==> src/logic/syncc_consts.vh <==
// Purpose: Constants of the synchrocheck stage and switching block
// Assumes: 250 MHz pclk, APB word registers
// Notes: Field macros are bit ranges for part-selects
//
// Overview of operation
// - Sample blocking input once at the start of every program cycle.
// - Assert match_confirmed when synchronized and sampled blocking inactive.
// - Blocking present when match would assert gives blocked instead.
// - Match already asserted drops once blocking appears.
// - Settings writable only when third or fourth channel is in sync mode.
// - Node mode On/Blocked/Test/TestBlocked/Off, default On, gated by permission.
// - Forcing selector Normal or force blocked/match per stage, gated by permission.
// - Selector picks whether system voltage is bus side or line side.
// - Three stage enables, default off; disabled stage gives neither output unless forced.
// - Start policy Always, or check only while stage start input active.
// - Stage one reference: unused, three line, three phase (phase needs earth).
// - Stage two needs both channels in sync mode; line references only.
// - Stage three active only with channel three versus four selected.
// - Synchronized switching on stage one issues its own close command.
// - Close is advanced by breaker time, 0.005 s steps, default 0.05 s.
// - Close goes to one of five objects, default the first.
// - Report estimated time to synchronism in 0.005 s steps.
// - Report time of one full relative rotation in 0.005 s steps.
// - Report signed angle difference, +/-360 deg, 0.001 deg steps.
// - Synchronized only when magnitude, frequency, angle and live/dead all fit, or when bypass is set.
// - Each side live above live threshold, dead below dead threshold.
`ifndef SYNCC_CONSTS_VH
`define SYNCC_CONSTS_VH

// Timing
`define SYNCC_CYCLE_NS 5000000
`define SYNCC_CLK_NS 4
`define SYNCC_STEP_MS 5
`define SYNCC_MS_PER_S 1000
`define SYNCC_TURN_DEG 360
`define SYNCC_FULL_TURN 20'h57e40
`define SYNCC_EST_MAX 32'h00011940

// Register offsets
`define SYNCC_A_CTRL 8'h00
`define SYNCC_A_REF 8'h04
`define SYNCC_A_VTHR 8'h08
`define SYNCC_A_UDIFF 8'h0c
`define SYNCC_A_ADIFF 8'h10
`define SYNCC_A_FDIFF 8'h14
`define SYNCC_A_COND 8'h18
`define SYNCC_A_BKT 8'h1c
`define SYNCC_A_STAT 8'h20
`define SYNCC_A_ESTC 8'h24
`define SYNCC_A_ROT 8'h28
`define SYNCC_A_ANG 8'h2c

// Control fields
`define SYNCC_F_EN 2:0
`define SYNCC_F_STPOL 5:3
`define SYNCC_F_SIDE 6
`define SYNCC_F_MODE 9:7
`define SYNCC_F_FORCE 12:10
`define SYNCC_F_SWEN 13
`define SYNCC_F_OBJ 16:14
`define SYNCC_F_REF1 2:0
`define SYNCC_F_REF2 4:3
`define SYNCC_F_REF3 5
`define SYNCC_F_LO 15:0
`define SYNCC_F_HI 31:16
`define SYNCC_F_MASK 3:0
`define SYNCC_F_BYP 4
`define SYNCC_F_BKT 18:0

// Reset values
`define SYNCC_RST_CTRL 17'h00000
`define SYNCC_RST_REF 6'h00
`define SYNCC_RST_LIVE 16'h07d0
`define SYNCC_RST_DEAD 16'h07d0
`define SYNCC_RST_UDIFF 16'h00c8
`define SYNCC_RST_ADIFF 16'h012c
`define SYNCC_RST_FDIFF 16'h000a
`define SYNCC_RST_COND 5'h01
`define SYNCC_RST_BKT 19'h0000a

// Node modes
`define SYNCC_MODE_ON 3'h0
`define SYNCC_MODE_BLK 3'h1
`define SYNCC_MODE_TEST 3'h2
`define SYNCC_MODE_TBLK 3'h3
`define SYNCC_MODE_OFF 3'h4

// Reference, object and forcing selections
`define SYNCC_REF_NONE 3'h0
`define SYNCC_REF_LL_LAST 3'h3
`define SYNCC_REF_PH_LAST 3'h6
`define SYNCC_OBJ_LAST 3'h4
`define SYNCC_FORCE_NORMAL 3'h0

`endif

==> src/logic/syncc_stage.v <==
// Purpose: One synchrocheck stage: judgement, blocking and forcing
// Assumes: eval pulses once per program cycle after blocking sample
// Notes: Outputs are flip-flops updated on eval
`timescale 1ns/1ps
`default_nettype none
module syncc_stage #(
  parameter VW = 16,
  parameter AW = 20,
  parameter FW = 18
) (
  input wire pclk,
  input wire presetn,
  input wire eval,
  input wire active,
  input wire start_ok,
  input wire block_smp,
  input wire swap,
  input wire [VW-1:0] sys_v,
  input wire [VW-1:0] meas_v,
  input wire signed [AW-1:0] ang,
  input wire signed [FW-1:0] frq,
  input wire [15:0] live_thr,
  input wire [15:0] dead_thr,
  input wire [15:0] udiff,
  input wire [15:0] alim,
  input wire [15:0] flim,
  input wire [3:0] cond_mask,
  input wire bypass,
  input wire force_ok,
  input wire force_blk,
  output reg match_o,
  output reg blocked_o,
  output reg pre_ok_o
);
  reg [VW-1:0] bus_v;
  reg [VW-1:0] line_v;
  reg [VW-1:0] vd;
  reg [AW-1:0] aa;
  reg [FW-1:0] fa;
  reg bl, bd, ll, ld, cond_hit, sync_ok, pre_ok;

  always @* begin
    bus_v = swap ? meas_v : sys_v;
    line_v = swap ? sys_v : meas_v;
    bl = bus_v > live_thr;
    ll = line_v > live_thr;
    bd = bus_v < dead_thr;
    ld = line_v < dead_thr;
    cond_hit = (cond_mask[0] & bl & ll) | (cond_mask[1] & bl & ld) |
      (cond_mask[2] & bd & ll) | (cond_mask[3] & bd & ld);
    vd = (bus_v > line_v) ? bus_v - line_v : line_v - bus_v;
    aa = ang[AW-1] ? -ang : ang;
    fa = frq[FW-1] ? -frq : frq;
    pre_ok = bypass | (cond_hit & (vd < udiff) & ({14'h0, fa} < {16'h0, flim} * 32'ha));
    sync_ok = pre_ok & (bypass | ({12'h0, aa} < {16'h0, alim} * 32'ha));
  end

  always @(posedge pclk or negedge presetn) begin
    if (!presetn) begin
      match_o <= 1'b0;
      blocked_o <= 1'b0;
      pre_ok_o <= 1'b0;
    end else if (eval) begin
      pre_ok_o <= active & start_ok & pre_ok;
      if (force_ok) begin
        match_o <= 1'b1;
        blocked_o <= 1'b0;
      end else if (force_blk) begin
        match_o <= 1'b0;
        blocked_o <= 1'b1;
      end else if (!active || !start_ok) begin
        match_o <= 1'b0;
        blocked_o <= 1'b0;
      end else if (block_smp) begin
        match_o <= 1'b0;
        if (sync_ok && !match_o) begin
          blocked_o <= 1'b1;
        end
      end else begin
        blocked_o <= 1'b0;
        match_o <= sync_ok;
      end
    end
  end
endmodule // syncc_stage
`default_nettype wire

==> src/logic/syncc_top.v <==
// Purpose: Synchrocheck stages, settings registers and synchronized close
// Assumes: APB slave, measured quantities synchronous to pclk
// Notes: One wait state on every APB access
//
// The implementer's own choices: the APB interface to the registers and the placing of the registers.
`include "syncc_consts.vh"
`timescale 1ns/1ps
`default_nettype none
module syncc_top #(
  parameter CYCLE_CLKS = `SYNCC_CYCLE_NS / `SYNCC_CLK_NS,
  parameter CNT_W = 21,
  parameter VW = 16,
  parameter AW = 20,
  parameter FW = 18
) (
  input wire pclk,
  input wire presetn,
  input wire psel,
  input wire penable,
  input wire pwrite,
  input wire [7:0] paddr,
  input wire [31:0] pwdata,
  output reg [31:0] prdata,
  output reg pready,
  output reg pslverr,
  input wire block_in,
  input wire [2:0] stage_start_input,
  input wire third_voltage_channel_sync,
  input wire fourth_voltage_channel_sync,
  input wire phase_earth_avail,
  input wire node_mode_allowed,
  input wire stage_forcing_allowed,
  input wire [3*VW-1:0] line_volts,
  input wire [3*VW-1:0] phase_volts,
  input wire [VW-1:0] third_voltage_channel,
  input wire [VW-1:0] fourth_voltage_channel,
  input wire [3*AW-1:0] ang_diff,
  input wire [3*FW-1:0] freq_diff,
  output wire [2:0] match_confirmed,
  output wire [2:0] blocked,
  output reg [4:0] close_cmd
);
  localparam integer CNT_LAST_I = CYCLE_CLKS - 1;
  localparam [CNT_W-1:0] CNT_LAST = CNT_LAST_I[CNT_W-1:0];

  reg [16:0] ctrl_reg;
  reg [5:0] ref_reg;
  reg [15:0] live_reg;
  reg [15:0] dead_reg;
  reg [15:0] udiff_reg;
  reg [15:0] adiff_reg;
  reg [15:0] fdiff_reg;
  reg [4:0] cond_reg;
  reg [18:0] bkt_reg;
  reg [CNT_W-1:0] cnt_reg;
  reg tick_reg;
  reg eval_reg;
  reg blk_smp_reg;
  reg close_done_reg;
  reg [16:0] estc_reg;
  reg [16:0] rot_reg;
  reg [AW-1:0] ang_reg;
  reg [31:0] rd_next;
  reg rd_err;
  reg [VW-1:0] sys1, sys2, meas1;
  reg [2:0] act;
  reg [2:0] force_eff;
  reg [2:0] mode_eff;
  reg blocking;
  reg [19:0] ang_n, rem;
  reg [FW-1:0] f_abs;
  reg [31:0] num_c, num_r, den, estc_next, rot_next;
  reg close_hit;
  wire [2:0] pre_ok;
  wire [VW*3-1:0] sys_bus;
  wire [VW*3-1:0] meas_bus;
  wire settings_open;
  wire wr_en;
  wire [AW-1:0] ang1;
  wire [FW-1:0] frq1;
  wire [2:0] stage_en;
  wire [2:0] start_pol;

  assign settings_open = third_voltage_channel_sync | fourth_voltage_channel_sync;
  assign wr_en = psel & penable & pwrite & pready & settings_open;
  assign ang1 = ang_diff[AW-1:0];
  assign frq1 = freq_diff[FW-1:0];
  assign stage_en = ctrl_reg[`SYNCC_F_EN];
  assign start_pol = ctrl_reg[`SYNCC_F_STPOL];

  // Program cycle timer
  always @(posedge pclk or negedge presetn) begin
    if (!presetn) begin
      cnt_reg <= {CNT_W{1'b0}};
      tick_reg <= 1'b0;
      eval_reg <= 1'b0;
      blk_smp_reg <= 1'b0;
    end else begin
      tick_reg <= (cnt_reg == CNT_LAST);
      eval_reg <= tick_reg;
      cnt_reg <= (cnt_reg == CNT_LAST) ? {CNT_W{1'b0}} : cnt_reg + 1'b1;
      if (tick_reg) begin
        blk_smp_reg <= block_in;
      end
    end
  end

  // Settings registers
  always @(posedge pclk or negedge presetn) begin
    if (!presetn) begin
      ctrl_reg <= `SYNCC_RST_CTRL;
      ref_reg <= `SYNCC_RST_REF;
      live_reg <= `SYNCC_RST_LIVE;
      dead_reg <= `SYNCC_RST_DEAD;
      udiff_reg <= `SYNCC_RST_UDIFF;
      adiff_reg <= `SYNCC_RST_ADIFF;
      fdiff_reg <= `SYNCC_RST_FDIFF;
      cond_reg <= `SYNCC_RST_COND;
      bkt_reg <= `SYNCC_RST_BKT;
    end else if (wr_en) begin
      case (paddr)
        `SYNCC_A_CTRL: begin
          ctrl_reg[`SYNCC_F_EN] <= pwdata[`SYNCC_F_EN];
          ctrl_reg[`SYNCC_F_STPOL] <= pwdata[`SYNCC_F_STPOL];
          ctrl_reg[`SYNCC_F_SIDE] <= pwdata[`SYNCC_F_SIDE];
          ctrl_reg[`SYNCC_F_SWEN] <= pwdata[`SYNCC_F_SWEN];
          if (node_mode_allowed && pwdata[`SYNCC_F_MODE] <= `SYNCC_MODE_OFF) begin
            ctrl_reg[`SYNCC_F_MODE] <= pwdata[`SYNCC_F_MODE];
          end
          if (stage_forcing_allowed) begin
            ctrl_reg[`SYNCC_F_FORCE] <= pwdata[`SYNCC_F_FORCE];
          end
          if (pwdata[`SYNCC_F_OBJ] <= `SYNCC_OBJ_LAST) begin
            ctrl_reg[`SYNCC_F_OBJ] <= pwdata[`SYNCC_F_OBJ];
          end
        end
        `SYNCC_A_REF: begin
          if (pwdata[`SYNCC_F_REF1] <= `SYNCC_REF_LL_LAST ||
              (phase_earth_avail && pwdata[`SYNCC_F_REF1] <= `SYNCC_REF_PH_LAST)) begin
            ref_reg[`SYNCC_F_REF1] <= pwdata[`SYNCC_F_REF1];
          end
          ref_reg[`SYNCC_F_REF2] <= pwdata[`SYNCC_F_REF2];
          ref_reg[`SYNCC_F_REF3] <= pwdata[`SYNCC_F_REF3];
        end
        `SYNCC_A_VTHR: begin
          live_reg <= pwdata[`SYNCC_F_LO];
          dead_reg <= pwdata[`SYNCC_F_HI];
        end
        `SYNCC_A_UDIFF: udiff_reg <= pwdata[`SYNCC_F_LO];
        `SYNCC_A_ADIFF: adiff_reg <= pwdata[`SYNCC_F_LO];
        `SYNCC_A_FDIFF: fdiff_reg <= pwdata[`SYNCC_F_LO];
        `SYNCC_A_COND: cond_reg <= pwdata[4:0];
        `SYNCC_A_BKT: bkt_reg <= pwdata[`SYNCC_F_BKT];
        default: begin
        end
      endcase
    end
  end

  // Stage availability, mode and references
  always @* begin
    mode_eff = node_mode_allowed ? ctrl_reg[`SYNCC_F_MODE] : `SYNCC_MODE_ON;
    force_eff = stage_forcing_allowed ? ctrl_reg[`SYNCC_F_FORCE] : `SYNCC_FORCE_NORMAL;
    blocking = blk_smp_reg | (mode_eff == `SYNCC_MODE_BLK) | (mode_eff == `SYNCC_MODE_TBLK);
    act[0] = stage_en[0] & settings_open & (ref_reg[`SYNCC_F_REF1] != `SYNCC_REF_NONE) &
      (phase_earth_avail | (ref_reg[`SYNCC_F_REF1] <= `SYNCC_REF_LL_LAST));
    act[1] = stage_en[1] & third_voltage_channel_sync & fourth_voltage_channel_sync &
      (ref_reg[`SYNCC_F_REF2] != 2'h0);
    act[2] = stage_en[2] & third_voltage_channel_sync & fourth_voltage_channel_sync &
      ref_reg[`SYNCC_F_REF3];
    if (mode_eff == `SYNCC_MODE_OFF) begin
      act = 3'h0;
    end
    case (ref_reg[`SYNCC_F_REF1])
      3'h1: sys1 = line_volts[VW-1:0];
      3'h2: sys1 = line_volts[2*VW-1:VW];
      3'h3: sys1 = line_volts[3*VW-1:2*VW];
      3'h4: sys1 = phase_volts[VW-1:0];
      3'h5: sys1 = phase_volts[2*VW-1:VW];
      3'h6: sys1 = phase_volts[3*VW-1:2*VW];
      default: sys1 = {VW{1'b0}};
    endcase
    case (ref_reg[`SYNCC_F_REF2])
      2'h1: sys2 = line_volts[VW-1:0];
      2'h2: sys2 = line_volts[2*VW-1:VW];
      2'h3: sys2 = line_volts[3*VW-1:2*VW];
      default: sys2 = {VW{1'b0}};
    endcase
    meas1 = third_voltage_channel_sync ? third_voltage_channel : fourth_voltage_channel;
  end

  assign sys_bus = {third_voltage_channel, sys2, sys1};
  assign meas_bus = {fourth_voltage_channel, fourth_voltage_channel, meas1};

  genvar gi;
  generate
    for (gi = 0; gi < 3; gi = gi + 1) begin : g_stage
      localparam integer FBLK_I = 2 * gi + 1;
      localparam integer FOK_I = 2 * gi + 2;
      localparam [2:0] FBLK = FBLK_I[2:0];
      localparam [2:0] FOK = FOK_I[2:0];
      syncc_stage #(
        .VW(VW),
        .AW(AW),
        .FW(FW)
      ) u_stage (
        .pclk(pclk),
        .presetn(presetn),
        .eval(eval_reg),
        .active(act[gi]),
        .start_ok(~start_pol[gi] | stage_start_input[gi]),
        .block_smp(blocking),
        .swap(ctrl_reg[`SYNCC_F_SIDE]),
        .sys_v(sys_bus[gi*VW +: VW]),
        .meas_v(meas_bus[gi*VW +: VW]),
        .ang(ang_diff[gi*AW +: AW]),
        .frq(freq_diff[gi*FW +: FW]),
        .live_thr(live_reg),
        .dead_thr(dead_reg),
        .udiff(udiff_reg),
        .alim(adiff_reg),
        .flim(fdiff_reg),
        .cond_mask(cond_reg[`SYNCC_F_MASK]),
        .bypass(cond_reg[`SYNCC_F_BYP]),
        .force_ok(force_eff == FOK),
        .force_blk(force_eff == FBLK),
        .match_o(match_confirmed[gi]),
        .blocked_o(blocked[gi]),
        .pre_ok_o(pre_ok[gi])
      );
    end
  endgenerate

  // Estimates for stage one
  always @* begin
    f_abs = frq1[FW-1] ? -frq1 : frq1;
    ang_n = ang1[AW-1] ? ang1 + `SYNCC_FULL_TURN : ang1;
    if (ang_n >= `SYNCC_FULL_TURN) begin
      ang_n = 20'h0;
    end
    rem = frq1[FW-1] ? ang_n : ((ang_n == 20'h0) ? 20'h0 : `SYNCC_FULL_TURN - ang_n);
    num_c = {12'h0, rem} * `SYNCC_MS_PER_S;
    num_r = {12'h0, `SYNCC_FULL_TURN} * `SYNCC_MS_PER_S;
    den = {14'h0, f_abs} * (`SYNCC_TURN_DEG * `SYNCC_STEP_MS);
    if (f_abs == {FW{1'b0}}) begin
      estc_next = `SYNCC_EST_MAX;
      rot_next = `SYNCC_EST_MAX;
    end else begin
      estc_next = num_c / den;
      rot_next = num_r / den;
      if (estc_next > `SYNCC_EST_MAX) begin
        estc_next = `SYNCC_EST_MAX;
      end
      if (rot_next > `SYNCC_EST_MAX) begin
        rot_next = `SYNCC_EST_MAX;
      end
    end
    close_hit = ctrl_reg[`SYNCC_F_SWEN] & act[0] & pre_ok[0] & ~blocking &
      ({15'h0, estc_reg} <= {13'h0, bkt_reg});
  end

  // Estimates and synchronized close
  always @(posedge pclk or negedge presetn) begin
    if (!presetn) begin
      estc_reg <= 17'h0;
      rot_reg <= 17'h0;
      ang_reg <= {AW{1'b0}};
      close_done_reg <= 1'b0;
      close_cmd <= 5'h00;
    end else begin
      close_cmd <= 5'h00;
      if (eval_reg) begin
        estc_reg <= estc_next[16:0];
        rot_reg <= rot_next[16:0];
        ang_reg <= ang1;
        close_done_reg <= close_hit;
        if (close_hit && !close_done_reg) begin
          close_cmd <= 5'h01 << ctrl_reg[`SYNCC_F_OBJ];
        end
      end
    end
  end

  // APB read mux
  always @* begin
    rd_err = 1'b0;
    case (paddr)
      `SYNCC_A_CTRL: rd_next = {15'h0, ctrl_reg};
      `SYNCC_A_REF: rd_next = {26'h0, ref_reg};
      `SYNCC_A_VTHR: rd_next = {dead_reg, live_reg};
      `SYNCC_A_UDIFF: rd_next = {16'h0, udiff_reg};
      `SYNCC_A_ADIFF: rd_next = {16'h0, adiff_reg};
      `SYNCC_A_FDIFF: rd_next = {16'h0, fdiff_reg};
      `SYNCC_A_COND: rd_next = {27'h0, cond_reg};
      `SYNCC_A_BKT: rd_next = {13'h0, bkt_reg};
      `SYNCC_A_STAT: rd_next = {24'h0, close_done_reg, blk_smp_reg, blocked, match_confirmed};
      `SYNCC_A_ESTC: rd_next = {15'h0, estc_reg};
      `SYNCC_A_ROT: rd_next = {15'h0, rot_reg};
      `SYNCC_A_ANG: rd_next = {{(32-AW){ang_reg[AW-1]}}, ang_reg};
      default: begin
        rd_next = 32'h0;
        rd_err = 1'b1;
      end
    endcase
  end

  // APB handshake, one wait state
  always @(posedge pclk or negedge presetn) begin
    if (!presetn) begin
      pready <= 1'b0;
      pslverr <= 1'b0;
      prdata <= 32'h0;
    end else begin
      pready <= psel & penable & ~pready;
      pslverr <= psel & penable & ~pready & rd_err;
      if (psel && penable && !pready && !pwrite) begin
        prdata <= rd_next;
      end
    end
  end
endmodule // syncc_top
`default_nettype wire

==> config.mk <==
export PLATFORM = sky130hd
export DESIGN_NAME = syncc_top
export DESIGN_NICKNAME = d
export VERILOG_FILES = /design/src/logic/syncc_stage.v /design/src/logic/syncc_top.v
export VERILOG_INCLUDE_DIRS = /design/src /design/src/logic
export SDC_FILE = /design/constraint.sdc
export NUM_CORES = 2
export LEC_CHECK = 0
export ABC_AREA = 0
export BUFFER_PORTS_ARGS = -buffer_cell sky130_fd_sc_hd__buf_4
export CELL_PAD_IN_SITES_DETAIL_PLACEMENT = 0
export CELL_PAD_IN_SITES_GLOBAL_PLACEMENT = 1
export CORE_MARGIN = 4
export CORE_UTILIZATION = 30
export CTS_CLUSTER_SIZE = 28
export DETAILED_ROUTE_END_ITERATION = 12
export PLACE_DENSITY = 0.66
export SKIP_LAST_GASP = 1
export SLEW_MARGIN = 10
export SYNTH_ARGS = -nofsm -noshare
export SYNTH_HDL_FRONTEND = slang
export SYNTH_SLANG_ARGS = --single-unit
==> constraint.sdc <==
create_clock -name pclk -period 11.09 [get_ports pclk]
set_input_delay 0.5545 -clock pclk [delete_from_list [all_inputs] [get_ports pclk]]
set_output_delay 0.5545 -clock pclk [all_outputs]
set_load 0.1 [all_outputs]
==> flow_summary_export.csv <==
group,metric,value,unit
run_status,status,"finished, violations left",
run_status,violations,"setup timing",
cells_and_area,drive_above_1_share,36.6,%
critical_path,critPathCaptureType,"flip-flop",
synthesis,seq_area_frac_synth,7.73,%
critical_path,crit_slowest_cell,"or4_4",
grt,grt_pass1_wl,604000,microns
clock_tree,clk_latency,630,ps
synthesis,yosys_warnings,0,
timing,worstMarginPinSlew,1090,ps
clock_tree,clock-root-buffer,"clkbuf_16",
synthesis,synth_flop_cell,"dfrtp_1",
synthesis,synth-seq-cells,252,
timing,post-route-min-period,68740,ps
grt,antenna_found_initial,10,
critical_path,crit_path_max_incr_delay,620,ps
synthesis,synthMuxAreaShare,6.10,%
placement,portBuffers,340,
synthesis,netlist_instances,11000,
drt,drtIter0Drc,7547,
critical_path,cp_max_fo,8,
synthesis,synth.top_cell.area_share,22.6,%
synthesis,synth-xor-area-share,7.71,%
floorplan,num_io_pins,341,
synthesis,synth_compound_area_share,27.5,%
timing,rsz0062_at_grt,"yes",
synthesis,synth_top_family_by_area,"compound AO/OA/AOI/OAI gates",
cells_and_area,largest_reg_flops,32,
placement,dpl.hpwl,331000,microns
drt,via_count,101000,
synthesis,synth_cell_types,123,
cells_and_area,area.growth.synth_to_final,51.0,%
timing,fin_ws,-57650,ps
synthesis,synth-simple-area-share,20.8,%
floorplan,die-area,0.282,sq mm
grt,grt-ovfl-total,0,
critical_path,crit_top_cell,"buf_4",
timing,maxSlewHeadroom,26.3,%
grt,grt_max_degree,164,
timing,setup_viol,34,
synthesis,synth.avg_cell_area,7.46,sq um
job,drv_cap,0,
drt,drc,0,
clock_tree,cts_made_buffers,35,
cells_and_area,final_util,45.6,%
floorplan,die_w,531,microns
synthesis,synthAdderAreaFrac,25.2,%
floorplan,rows,191,
floorplan,fp.dieH,531,microns
grt,grt_pass1_vias,99700,
synthesis,yosys.area.top_type,"ha_1",
cells_and_area,fin_nets,16800,
timing,finalCritPeriodShare,620,%
timing,max_freq,14.5,MHz
drt,wl,406000,microns
drt,detail_route.wl_per_cell,22.0,microns
clock_tree,clk_pin_slew,70,ps
clock_tree,clockBufferDepth,3,
synthesis,synth.cells.most_frequent,"1481 x ha_1, 1014 x nor2_1, 899 x nand2_1, 824 x a21oi_1, 670 x o21ai_0",
critical_path,required,11590,ps
floorplan,start_util,30.2,%
timing,final_hold_viol_count,0,
synthesis,async_flop_share,100,%
clock_tree,cts.sinks,252,
critical_path,startpoint_type,"primary input",
grt,track_usage,27.4,%
critical_path,worst-endpoint-arrival,69240,ps
drt,antenna_left,0,
drt,vias_per_cell,5.46,
critical_path,path_class,"in -> reg",
clock_tree,cts_tree,"built",
floorplan,core,0.271,sq mm
timing,drv_slew,0,
synthesis,synth_area_leaders,"ha_1 23%, dfrtp_1 7.0%, xnor2_1 5.4%, a21oi_1 5.0%, nor2_1 4.6%",
timing,fin_worst_skew,73.1,ps
clock_tree,cts_max_level,2,
drt,firstDrtPassIters,7,
synthesis,syn_area,0.0820,sq mm
synthesis,synth.most_common_cell,"ha_1",
hold_path,min_path_type,"in -> reg",
placement,gp_congestion,0.982,
synthesis,synth-edff-count,0,
## path summary, 6_finish.rpt
check | start | end | slack, ps | cells after the start
max in group asynchronous | presetn | eval_reg$_DFF_PN0_ | 8950 | 3
min reg2reg | cnt_reg[0]$_DFF_PN0_ | cnt_reg[0]$_DFF_PN0_ | 490 | 1
min | pwdata[25] | dead_reg[9]$_DFFE_PN1P_ | 150 | 3
max reg2reg | ref_reg[1]$_DFFE_PN0P_ | g_stage[0].u_stage.blocked_o$_DFFE_PN0P_ | 1740 | 41
min in group asynchronous | presetn | ref_reg[0]$_DFFE_PN0P_ | 580 | 2
max | ang_diff[10] | estc_reg[0]$_DFFE_PN0P_ | -57650 | 367
## logic make-up (layout without fill, tap and decap cells)
| family | after synthesis | in the layout |
|---|---|---|
| AO/OA/AOI/OAI | 3401 | 3401 |
| XOR/XNOR | 721 | 721 |
| flip-flops | 252 | 252 |
| adder cells (fa/ha/maj) | 1587 | 1587 |
| other | 2 | 14 |
| AND/OR/NAND/NOR | 3532 | 3533 |
| buffers and inverters | 1042 | 4951 |
| multiplexers | 454 | 454 |
## what timing repair did
| action | 4_1_cts | 5_1_grt |
|---|---|---|
| endpoints found under the hold margin | 4 | 0 |
| endpoints found under the setup margin | 34 | 34 |
| hold buffers | 1 | 0 |
| resized for setup | 475 | 391 |
| setup buffers | 211 | 126 |
| cloned | 2 | 3 |
| pin swaps | 234 | 277 |
## metrics by stage
step	cell area [sq um]	TNS (ps)	cells	hold WS [ps]	setup WS [ps]
after global placement	116000	-1715570	18100	465	-64180
after detailed placement	116000	-1742810	18100	446	-64420
after global routing	124000	-1685920	18500	142	-60390
after CTS	121000	-1576570	18400	112	-57820
after floorplan	83500	-1629240	11000	259	-57600
final	124000	-1587370	18500	151	-57650
## metal layers
layer	vias to the layer above	global-route usage (%)	part of all wire [%]
met3	611	3.04	6.5
met5	-	0	0.0079
li1	48300	-	-
met4	4	8.25	3.6
met2	3165	44.7	44
met1	48800	37.8	46
## worst max-delay path, delay by kind of cell
kind | cells | cell delay (ps)
fa+ha+maj | 31 | 8990
mux | 7 | 1830
simple gates | 72 | 12640
compound gates | 189 | 36190
buf+inv | 67 | 8680
xor+xnor | 1 | 180
## cells in the final DEF, fill, tap and decap left out, types with 44 or more instances in the layout
master    count
xnor2_1     495
or3_1        95
a21o_1      366
dfrtp_1     226
ha_4         70
mux2i_1     138
o21bai_1     70
nand2b_1    189
o31ai_1      77
nor4_1       44
ha_1       1396
o211ai_1     74
inv_1       643
a221oi_1     59
o21ai_2      53
buf_6        61
nand3_1     221
xor2_1      216
a31oi_1      95
nor2_1      970
o21a_1      347
a21oi_2      84
o21ai_0     576
mux2_2      270
a22oi_1      45
o21ai_1      50
nor3_1      286
a21oi_1     726
and2_1       62
nand4_1     130
nor2b_1     179
nand2_1     866
a22o_1       50
or2_2        59
buf_4      4104
fa_1        105
a211oi_1     68
and3_1       58
## layout make-up
type / count / area (sq um)
Antenna cell: 5 / 12.5
Clock buffer: 48 / 975
Clock inverter: 15 / 214
Fill cell: 27100 / 148000
Inverter: 675 / 2560
Multi-Input combinational cell: 9705 / 76800
Sequential cell: 252 / 6340
Tap cell: 3570 / 4470
Timing Repair Buffer: 4213 / 32400
Power is left out: the tool's default activity adds up to more than one toggle a clock period on the data nets, which glitch-free logic cannot reach.
